## src/hw/tfcsb_pkg.sv

```systemverilog
// constants shared by both ends of the function id and credit sideband
package tfcsb_pkg;
  localparam int PF_W = 2;
  localparam int VF_W = 11;
  localparam int VF_MAX = 2048;
  localparam int DCRED_W = 12;
  localparam int HCRED_W = 8;
  localparam int SEL_W = 2;
  localparam int DCRED_BYTES = 16;
  localparam int HCRED_BYTES = 20;
  localparam int SEL_LATENCY = 2;
  localparam logic [SEL_W-1:0] SEL_POSTED = 2'h0;
  localparam logic [SEL_W-1:0] SEL_NONPOSTED = 2'h1;
  localparam logic [SEL_W-1:0] SEL_CPL = 2'h2;
  localparam logic [PF_W-1:0] PF_RST = 2'h0;
  localparam logic [VF_W-1:0] VF_RST = 11'h000;
  localparam logic [SEL_W-1:0] SEL_RST = 2'h0;
  localparam logic [DCRED_W-1:0] DCRED_RST = 12'h000;
  localparam logic [HCRED_W-1:0] HCRED_RST = 8'h00;
endpackage : tfcsb_pkg

```

## src/hw/tfcsb_if.sv

```systemverilog
// interface joining the application end and the bridge end
`timescale 1ns/1ps
interface tfcsb_if;
  import tfcsb_pkg::*;
  logic packet_start_flag;
  logic transmit_valid_flag;
  logic [PF_W-1:0] phys_func_id_in;
  logic virt_func_flag_in;
  logic [VF_W-1:0] virt_func_offset_in;
  logic [SEL_W-1:0] credit_type_select;
  logic [DCRED_W-1:0] data_credit_limit_out;
  logic [HCRED_W-1:0] header_credit_limit_out;
  modport bridge (
    input packet_start_flag,
    input transmit_valid_flag,
    input phys_func_id_in,
    input virt_func_flag_in,
    input virt_func_offset_in,
    input credit_type_select,
    output data_credit_limit_out,
    output header_credit_limit_out
  );
  modport app (
    output packet_start_flag,
    output transmit_valid_flag,
    output phys_func_id_in,
    output virt_func_flag_in,
    output virt_func_offset_in,
    output credit_type_select,
    input data_credit_limit_out,
    input header_credit_limit_out
  );
endinterface : tfcsb_if

```

## src/hw/tfcsb_bridge.sv

```systemverilog
// bridge end: first-beat function capture and selected credit limit reporting
// Function
// - app drives physical function per TLP
// - VF TLPs carry parent physical function
// - sample physical function at start and valid
// - app flags virtual function TLPs
// - sample VF flag at start and valid
// - app drives VF offset within its set
// - VF offset below VF count, max 2048
// - sample VF offset at start and valid
// - VF offset ignored for PF TLPs
// - 12-bit data limit, 16-byte units
// - outputs follow select two cycles later
// - select 00 posted, 01 nonposted, 10 completion
// - 8-bit header limit, 20-byte units
// - start counts only with valid
`timescale 1ns/1ps
module tfcsb_bridge
  import tfcsb_pkg::*;
(
  input wire logic CLOCK,
  input wire logic RST_N,
  tfcsb_if.bridge LINK,
  input wire logic [DCRED_W-1:0] POSTED_DATA_LIMIT,
  input wire logic [HCRED_W-1:0] POSTED_HDR_LIMIT,
  input wire logic [DCRED_W-1:0] NONPOSTED_DATA_LIMIT,
  input wire logic [HCRED_W-1:0] NONPOSTED_HDR_LIMIT,
  input wire logic [DCRED_W-1:0] CPL_DATA_LIMIT,
  input wire logic [HCRED_W-1:0] CPL_HDR_LIMIT,
  output logic [PF_W-1:0] TLP_PF_ID,
  output logic TLP_VF_ACTIVE,
  output logic [VF_W-1:0] TLP_VF_OFFSET,
  output logic TLP_ID_STROBE
);
  logic first_beat;
  logic [PF_W-1:0] pf_r;
  logic vf_act_r;
  logic [VF_W-1:0] vf_r;
  logic strobe_r;
  logic [SEL_W-1:0] sel_r;
  logic [DCRED_W-1:0] dcred_r;
  logic [HCRED_W-1:0] hcred_r;
  logic [DCRED_W-1:0] dcred_nxt;
  logic [HCRED_W-1:0] hcred_nxt;

  assign first_beat = LINK.packet_start_flag & LINK.transmit_valid_flag;

  // id stays frozen between first beats, so later beats cannot disturb it
  always_ff @(posedge CLOCK or negedge RST_N) begin
    if (!RST_N) begin
      pf_r <= PF_RST;
      vf_act_r <= 1'b0;
    end else if (first_beat) begin
      pf_r <= LINK.phys_func_id_in;
      vf_act_r <= LINK.virt_func_flag_in;
    end
  end

  always_ff @(posedge CLOCK or negedge RST_N) begin
    if (!RST_N) begin
      vf_r <= VF_RST;
    end else if (first_beat) begin
      if (LINK.virt_func_flag_in) begin
        vf_r <= LINK.virt_func_offset_in;
      end else begin
        vf_r <= VF_RST;
      end
    end
  end

  always_ff @(posedge CLOCK or negedge RST_N) begin
    if (!RST_N) begin
      strobe_r <= 1'b0;
    end else begin
      strobe_r <= first_beat;
    end
  end

  assign TLP_PF_ID = pf_r;
  assign TLP_VF_ACTIVE = vf_act_r;
  assign TLP_VF_OFFSET = vf_r;
  assign TLP_ID_STROBE = strobe_r;

  // reserved select code 11 reports zero limits
  always_comb begin
    dcred_nxt = DCRED_RST;
    hcred_nxt = HCRED_RST;
    unique case (sel_r)
      SEL_POSTED: begin
        dcred_nxt = POSTED_DATA_LIMIT;
        hcred_nxt = POSTED_HDR_LIMIT;
      end
      SEL_NONPOSTED: begin
        dcred_nxt = NONPOSTED_DATA_LIMIT;
        hcred_nxt = NONPOSTED_HDR_LIMIT;
      end
      SEL_CPL: begin
        dcred_nxt = CPL_DATA_LIMIT;
        hcred_nxt = CPL_HDR_LIMIT;
      end
      default: begin
        dcred_nxt = DCRED_RST;
        hcred_nxt = HCRED_RST;
      end
    endcase
  end

  // two register stages: select, then the muxed limits
  always_ff @(posedge CLOCK or negedge RST_N) begin
    if (!RST_N) begin
      sel_r <= SEL_RST;
      dcred_r <= DCRED_RST;
      hcred_r <= HCRED_RST;
    end else begin
      sel_r <= LINK.credit_type_select;
      dcred_r <= dcred_nxt;
      hcred_r <= hcred_nxt;
    end
  end

  assign LINK.data_credit_limit_out = dcred_r;
  assign LINK.header_credit_limit_out = hcred_r;
endmodule : tfcsb_bridge

```

## src/flat_wrapper.sv

```systemverilog
// flat-port wrapper written by rule: the top's interface ports become plain ports
module tfcsb_bridge_flat import tfcsb_pkg::*;
  (CLOCK, RST_N, POSTED_DATA_LIMIT, POSTED_HDR_LIMIT, NONPOSTED_DATA_LIMIT, NONPOSTED_HDR_LIMIT, CPL_DATA_LIMIT, CPL_HDR_LIMIT, TLP_PF_ID, TLP_VF_ACTIVE, TLP_VF_OFFSET, TLP_ID_STROBE, LINK_packet_start_flag, LINK_transmit_valid_flag, LINK_phys_func_id_in, LINK_virt_func_flag_in, LINK_virt_func_offset_in, LINK_credit_type_select, LINK_data_credit_limit_out, LINK_header_credit_limit_out);
  tfcsb_if LINK_i ();
  input wire logic CLOCK;
  input wire logic RST_N;
  input wire logic [DCRED_W-1:0] POSTED_DATA_LIMIT;
  input wire logic [HCRED_W-1:0] POSTED_HDR_LIMIT;
  input wire logic [DCRED_W-1:0] NONPOSTED_DATA_LIMIT;
  input wire logic [HCRED_W-1:0] NONPOSTED_HDR_LIMIT;
  input wire logic [DCRED_W-1:0] CPL_DATA_LIMIT;
  input wire logic [HCRED_W-1:0] CPL_HDR_LIMIT;
  output logic [PF_W-1:0] TLP_PF_ID;
  output logic TLP_VF_ACTIVE;
  output logic [VF_W-1:0] TLP_VF_OFFSET;
  output logic TLP_ID_STROBE;
  input wire logic [$bits(LINK_i.packet_start_flag)-1:0] LINK_packet_start_flag;
  input wire logic [$bits(LINK_i.transmit_valid_flag)-1:0] LINK_transmit_valid_flag;
  input wire logic [$bits(LINK_i.phys_func_id_in)-1:0] LINK_phys_func_id_in;
  input wire logic [$bits(LINK_i.virt_func_flag_in)-1:0] LINK_virt_func_flag_in;
  input wire logic [$bits(LINK_i.virt_func_offset_in)-1:0] LINK_virt_func_offset_in;
  input wire logic [$bits(LINK_i.credit_type_select)-1:0] LINK_credit_type_select;
  output wire logic [$bits(LINK_i.data_credit_limit_out)-1:0] LINK_data_credit_limit_out;
  output wire logic [$bits(LINK_i.header_credit_limit_out)-1:0] LINK_header_credit_limit_out;
  assign LINK_i.packet_start_flag = LINK_packet_start_flag;
  assign LINK_i.transmit_valid_flag = LINK_transmit_valid_flag;
  assign LINK_i.phys_func_id_in = LINK_phys_func_id_in;
  assign LINK_i.virt_func_flag_in = LINK_virt_func_flag_in;
  assign LINK_i.virt_func_offset_in = LINK_virt_func_offset_in;
  assign LINK_i.credit_type_select = LINK_credit_type_select;
  assign LINK_data_credit_limit_out = LINK_i.data_credit_limit_out;
  assign LINK_header_credit_limit_out = LINK_i.header_credit_limit_out;
  tfcsb_bridge u_core (.CLOCK(CLOCK), .RST_N(RST_N), .LINK(LINK_i), .POSTED_DATA_LIMIT(POSTED_DATA_LIMIT), .POSTED_HDR_LIMIT(POSTED_HDR_LIMIT), .NONPOSTED_DATA_LIMIT(NONPOSTED_DATA_LIMIT), .NONPOSTED_HDR_LIMIT(NONPOSTED_HDR_LIMIT), .CPL_DATA_LIMIT(CPL_DATA_LIMIT), .CPL_HDR_LIMIT(CPL_HDR_LIMIT), .TLP_PF_ID(TLP_PF_ID), .TLP_VF_ACTIVE(TLP_VF_ACTIVE), .TLP_VF_OFFSET(TLP_VF_OFFSET), .TLP_ID_STROBE(TLP_ID_STROBE));
endmodule
```

## config.mk

```make
export PLATFORM = sky130hd
export DESIGN_NAME = tfcsb_bridge_flat
export DESIGN_NICKNAME = d
export VERILOG_FILES = /design/src/hw/tfcsb_pkg.sv /design/src/hw/tfcsb_if.sv /design/src/hw/tfcsb_bridge.sv /design/src/flat_wrapper.sv
export SDC_FILE = /design/constraint.sdc
export NUM_CORES = 1
export LEC_CHECK = 0
export BUFFER_PORTS_ARGS = -buffer_cell sky130_fd_sc_hd__buf_2
export CORE_MARGIN = 2
export CORE_UTILIZATION = 44
export CTS_CLUSTER_SIZE = 30
export DETAILED_ROUTE_END_ITERATION = 10
export GPL_ROUTABILITY_DRIVEN = 0
export PLACE_DENSITY = 0.84
export RECOVER_POWER = 25
export SYNTH_ARGS = -nofsm -noshare
export SYNTH_HDL_FRONTEND = slang
export SYNTH_SLANG_ARGS = --single-unit
export TNS_END_PERCENT = 1
```

## constraint.sdc

```tcl
create_clock -name CLOCK -period 1.7 [get_ports CLOCK]
set_input_delay 0.255 -clock CLOCK [delete_from_list [all_inputs] [get_ports CLOCK]]
set_output_delay 0.255 -clock CLOCK [all_outputs]
set_load 0.02 [all_outputs]
```

==> summary.md, run 1 <==
| Metric | Value |
|---|---|
| Peak supply drop | `around 0.00056 V` |
| CP delay by family, top | `buffers and inverters` |
| CP required | `roughly 1.9 ns` |
| Vias in the first global route | `1427` |
| Leakage | `0.00126 µW` |
| Clk buf depth | `2` |
| Largest stage delay, worst path | `slightly above 0.4 ns` |
| Final min period | `1.22 ns` |
| Final Max Slew Viols | `0` |
| Post-Syn Area | `around 1600 µm²` |
| # port buffers | `approximately 110` |
| Layout fillers | `321` |
| Final ANT Viol Nets | `0` |
| Layout Area Growth over Synthesis | `41.7%` |
| Status | `completed` |
| Setup Crit Path Kind | `primary input to flop` |
| Unique masters post-synth | `13` |
| Clock power share | `0.310` |
| Cts hold-fix bufs | `0` |
| Crit path buf inv count | `1` |
| Comb pwr share | `0.221` |
| Hold WC Path Type | `primary input to async pin` |
| CTS tree | `built` |
| Die area | `around 4200 µm²` |
| Crit Path Max Fanout | `15` |
| MaxCap Viol Count | `0` |
| Gr ovfl total | `0` |
| Yosys reg bits | `37` |
| Antenna diodes | `0` |
| Worst-Margin Slew | `roughly 0.86 ns` |
| Sequential share of power | `0.468` |
| I/O pin cnt | `around 120` |
| Total nets after synthesis | `just over 200` |
| Largest net degree at the start of global routing | `38` |
| WP data arrival | `1.38 ns` |
| TritonCTS Sinks | `37` |
| Worst Setup Start Kind | `primary input` |
| Placed Area | `2230 µm²` |
| Per-cell routed wire length | `approximately 13 µm` |
| RSZ-0062 raised after global routing | `no` |
| Relative slew slack | `0.424` |
| Sw frac | `0.278` |
| Skew final | `about 0.0025 ns` |
| Total CTS buffers | `5` |
| Chip height | `around 65 µm` |
| PostCTS Resize Cnt | `0` |
| Clock latency at the later pin of the worst-skew pair | `approximately 0.28 ns` |
| Fin nets | `around 320` |
| Total core area | `3610 µm²` |
| Gr usage total | `0.204` |
| Die W | `approximately 65 µm` |
| Max H-tree Level | `2` |
| Final hold vios | `0` |
| Vias | `between 1000 and 1500` |
| First drt pass iteration count | `4` |
| Yosys warns | `0` |
| Fin crit share | `0.716` |
| DRC Markers | `0` |
| P per Cell Area | `913 nW/µm²` |
| Register area share after synthesis | `0.565` |
| Initial antenna violation count | `0` |
| Cell Count, Final, Fillers Out | `290` |
| Final TNS setup | `0 ns` |
| Final setup violation count | `0` |
| Largest area contributor in the netlist | `dfrtp_1` |
| Detailed Route WL | `around 4000 µm` |
| Post-DP HPWL | `3030 µm` |
| Final instance area | `2320 µm²` |
| Internal Pwr Total | `1530 µW` |
| Setup Buffers After CTS | `0` |
| CP endpoint kind | `flop` |
| Reg clk slew, reported paths | `roughly 0.07 ns` |
| Critical Path, Cell by Cell | `clkbuf_1 > and2_4 > mux2_4` |
| Critical path's slowest cell | `clkbuf_1` |
| Initial Utilization | `0.454` |
| F_max | `821 MHz` |
| Placed cell count | `282` |
| Synth top area share | `0.565` |
| # rows | `22` |
| Ranking of synthesized cells by area | `dfrtp_1 (57%), mux2i_1 (12%), o2bb2ai_1 (11%)` |
| Vias per cell | `a little under 5` |
| DR iter-0 viols | `slightly below 80` |
| Cells after Synth | `~130` |
| Sw power | `just under 600 µW` |
| Mapped Avg Cell Area | `about 13 µm²` |
| Root buf cell | `clkbuf_8` |
| First-pass GRT wire length | `around 6500 µm` |
| Share of layout cells above drive strength 1 | `0.566` |
==> stage by stage <==
step | hold WS, ns | worst slack [ns] | utilization | total power, µW
6_report | 0.0782 | 0.483 | 0.644 | 2120
3_5_place_dp | 0.366 | 0.440 | 0.618 | 1490
3_3_place_gp | 0.366 | 0.491 | 0.618 | 1480
2_1_floorplan | -0.0406 | 0.783 | - | 1280
4_1_cts | 0.0715 | 0.534 | 0.646 | 2150
5_1_grt | 0.0733 | 0.428 | 0.644 | 2230
==> area by class of cell <==
type,instances,area (µm²),share of cell area
clock buffer,7,96.3,0.0415
clock inverter,1,5.00,0.00216
inverter,11,41.3,0.0178
multi-input combinational,67,586,0.252
sequential,37,926,0.399
tap,48,60.1,0.0259
timing repair buffer,119,607,0.261
==> synthesized netlist by cell type <==
| master | n |
|---|---|
| and2_4 | 1 |
| buf_2 | 5 |
| buf_6 | 4 |
| clkbuf_1 | 2 |
| dfrtp_1 | 37 |
| inv_1 | 11 |
| mux2_4 | 3 |
| mux2i_1 | 20 |
| nand4_1 | 11 |
| nor2b_1 | 1 |
| o21ai_1 | 2 |
| o21ai_2 | 9 |
| o2bb2ai_1 | 20 |
==> sequential cells by signal, indices dropped and copies added, names as in the netlist <==
register                             count
u_core.LINK.data_credit_limit_out       12
u_core.TLP_VF_OFFSET                    11
u_core.LINK.header_credit_limit_out      8
u_core.TLP_PF_ID                         2
u_core.sel_r                             2
u_core.TLP_ID_STROBE                     1
u_core.TLP_VF_ACTIVE                     1
==> final timing paths <==
path,end,cells after the start,slack (ns),from
max reg2reg,u_core.LINK.data_credit_limit_out[11],4,0.55,u_core.sel_r[0]
min,u_core.LINK.data_credit_limit_out[10],1,0.08,RST_N
max,u_core.TLP_PF_ID[1],3,0.48,LINK_transmit_valid_flag
max in group asynchronous,u_core.TLP_VF_OFFSET[3],1,1.08,RST_N
min in group CLOCK,u_core.sel_r[1],1,0.08,LINK_credit_type_select[1]
min reg2reg,u_core.TLP_PF_ID[1],1,0.51,u_core.TLP_PF_ID[1]
==> power groups by stage <==
stage               Combinational, µW  Clock [µW]  Sequential [µW]
finish                            469         657              993
global placement                  471           0             1010
detailed placement                480           0             1010
floorplan                         159           0             1120
global route                      511         719             1000
CTS                               481         675              994
==> cell usage in the layout, fill, tap and decap left out, drive strengths merged, types with 3 or more instances in the layout <==
| cell | count |
|---|---|
| buf | 117 |
| dfrtp | 37 |
| mux2i | 20 |
| o2bb2ai | 20 |
| inv | 11 |
| nand4 | 11 |
| o21ai | 11 |
| clkbuf | 9 |
| mux2 | 3 |
==> metal layers <==
| metal | wire length [µm] | global-route usage | vias to the layer above |
|---|---|---|---|
| met2 | 1970 | 0.349 | 70 |
| met5 | 0 | 0 | - |
| met3 | 378 | 0.0660 | 7 |
| li1 | - | - | 689 |
| met1 | 1480 | 0.237 | 641 |
| met4 | 64 | 0.0807 | 0 |
==> cells by family (layout without fill, tap and decap cells) <==
kind of cell | Yosys count | in the layout | share of synthesized area
flops | 37 | 37 | 0.565
compound gates | 31 | 31 | 0.161
mux | 23 | 23 | 0.150
buf+inv | 22 | 138 | 0.0726
simple gates | 13 | 13 | 0.0512
Power figures use the tool's default switching activity.
==> run 2: changes to the inputs <==
--- a/config.mk
+++ b/config.mk
@@ -7,11 +7,11 @@
 export LEC_CHECK = 0
 export BUFFER_PORTS_ARGS = -buffer_cell sky130_fd_sc_hd__buf_2
 export CORE_MARGIN = 2
-export CORE_UTILIZATION = 44
+export CORE_UTILIZATION = 41
 export CTS_CLUSTER_SIZE = 30
 export DETAILED_ROUTE_END_ITERATION = 10
 export GPL_ROUTABILITY_DRIVEN = 0
-export PLACE_DENSITY = 0.84
+export PLACE_DENSITY = 0.79
 export RECOVER_POWER = 25
 export SYNTH_ARGS = -nofsm -noshare
 export SYNTH_HDL_FRONTEND = slang
==> constraint.sdc (replaced) <==
create_clock -name CLOCK -period 1.25 [get_ports CLOCK]
set_input_delay 0.1875 -clock CLOCK [delete_from_list [all_inputs] [get_ports CLOCK]]
set_output_delay 0.1875 -clock CLOCK [all_outputs]
set_load 0.02 [all_outputs]
==> run 2 against run 1 <==
Combinational power grew 38%. Register-to-register slack worse by 0.34 ns. Critical path depth is 1 higher. Sequential share of layout area is 0.45 points lower. Power grew 32%. Die area up 6.9%. Sequential cell count did not move. Worst setup slack lost 0.34 ns. Clock power up 21%. Clock-buffer cell count stayed put.
==> summary.md, run 2 (synthesis gave the netlist of run 1 again) <==
| Metric | Value |
|---|---|
| Status | `completed` |
| FF+latch area | `926 µm²` |
| DR iter-0 viols | `~40` |
| DP Worst Slack | `0.197 ns` |
| Initial Utilization | `0.438` |
| Layout Area Growth over Synthesis | `43.3%` |
| Placed Area | `around 2300 µm²` |
| TritonCTS Sinks | `37` |
| Final Max Slew Viols | `0` |
| Skew final | `~0.0036 ns` |
| Max H-tree Level | `2` |
| Chip height | `around 67 µm` |
| Final hold vios | `0` |
| Final min period | `1.11 ns` |
| Vias per cell | `approximately 4.9` |
| Fin crit share | `0.886` |
| Final setup violation count | `0` |
| I/O pin cnt | `115` |
| Worst hold slack | `around 0.015 ns` |
| Worst-Margin Slew | `between 0.5 and 0.6 ns` |
| Gr ovfl total | `0` |
| Peak supply drop | `0.000765 V` |
| CTS tree | `built` |
| Detailed Route WL | `slightly below 4000 µm` |
| First-pass GRT wire length | `6240 µm` |
| Root buf cell | `clkbuf_8` |
| Reg clk slew, reported paths | `approximately 0.07 ns` |
| Most frequent cells in the layout | `buf_2 (112), dfrtp_1 (37), mux2i_1 (20), o2bb2ai_1 (20)` |
| Multi-input gate area | `~590 µm²` |
| Relative slew slack | `0.653` |
| CP endpoint kind | `flop` |
| Final ANT Viol Nets | `0` |
| Largest net degree at the start of global routing | `21` |
| Die W | `around 67 µm` |
| Hold WC Path Type | `primary input to flop` |
| Vias in the first global route | `1424` |
| Leakage | `0.00127 µW` |
| Final instance area | `around 2300 µm²` |
| Per-cell routed wire length | `13.1 µm` |
| RSZ-0062 raised after global routing | `no` |
| # rows | `22` |
| Initial antenna violation count | `0` |
| Total CTS buffers | `5` |
| Gr usage total | `0.188` |
| F_max | `between 900 and 1000 MHz` |
| Post-layout util | `0.627` |
| CP required | `about 1.4 ns` |
| Fin nets | `roughly 330` |
| Antenna diodes | `0` |
| Post-DP HPWL | `a little over 3000 µm` |
| MaxCap Viol Count | `0` |
| Largest stage delay, worst path | `approximately 0.4 ns` |
| Clock latency at the later pin of the worst-skew pair | `approximately 0.27 ns` |
| Total core area | `3740 µm²` |
| Critical Path, Cell by Cell | `clkbuf_1 > and2_4 > clkbuf_2 > o21ai_1` |
| Setup WS post-layout | `between 0.1 and 0.15 ns` |
| Critical path's slowest cell | `clkbuf_1` |
| WP data arrival | `approximately 1.3 ns` |
| Final TNS setup | `0 ns` |
| Most common cell after layout, fill and taps aside | `buf_2` |
| Setup Crit Path Kind | `primary input to flop` |
| Clk buf depth | `2` |
| # port buffers | `approximately 110` |
| Layout fillers | `~330` |
| First drt pass iteration count | `4` |
| Share of layout cells above drive strength 1 | `0.569` |
| Worst Setup Start Kind | `primary input` |
| Largest register FFs | `12` |
| DRC Markers | `0` |
| Crit Path Max Fanout | `12` |
| Vias | `1436` |
| P per Cell Area | `1190 nW/µm²` |
| Die area | `4520 µm²` |
[run 2: cell count changes in the layout (fill, tap and decap cells not counted), sizes merged]
cell         change
clkinv           -1
clkbuf           +1
buf              +3
dlygate4sd3      +1
[run 2: area by class of cell]
cell class,count,area share
multi-input combinational,67,0.251
clock buffer,7,0.0368
tap,48,0.0256
sequential,37,0.394
inverter,11,0.0176
timing repair buffer,124,0.275
[run 2: worst max-delay path, delay by kind of cell]
kind	cells	cell delay, ns
buf+inv	2	0.71
simple gates	1	0.27
compound gates	1	0.10
[run 2: worst paths after layout]
kind                                            start                                      to  slack (ns)  cells after the start
max reg2reg                           u_core.sel_r[0]  u_core.LINK.header_credit_limit_out[5]        0.21                      3
max in group asynchronous                       RST_N    u_core.LINK.data_credit_limit_out[8]        0.32                      3
max                            LINK_packet_start_flag                u_core.TLP_VF_OFFSET[10]        0.14                      4
min reg2reg                      u_core.TLP_VF_ACTIVE                    u_core.TLP_VF_ACTIVE        0.49                      1
min in group asynchronous                       RST_N    u_core.LINK.data_credit_limit_out[7]        0.38                      2
min                        LINK_credit_type_select[1]                         u_core.sel_r[1]        0.02                      1
[run 2: power by group]
| part | internal (µW) | switching (µW) | leakage [µW] |
|---|---|---|---|
| logic | 282 | 366 | 0.000762 |
| clock network | 437 | 359 | 0.0000443 |
| registers | 1310 | 41.4 | 0.000463 |
[run 2: through the flow]
stage	instances	power [µW]
4_1_cts	294	2850
5_1_grt	294	2960
3_3_place_gp	286	2020
3_5_place_dp	286	2030
6_report	294	2790
2_1_floorplan	126	1730
[run 2: routing by layer]
metal / track usage / part of all wire
met3: 0.0700 / 0.093
met2: 0.324 / 0.50
met1: 0.210 / 0.39
met5: 0 / 0
met4: 0.0714 / 0.013
[run 2: repair_timing]
action                    in CTS  in global routing
resized for setup              0                  0
hold endpoints to repair      17                  0
setup buffers                  0                  0
hold buffers                   1                  0
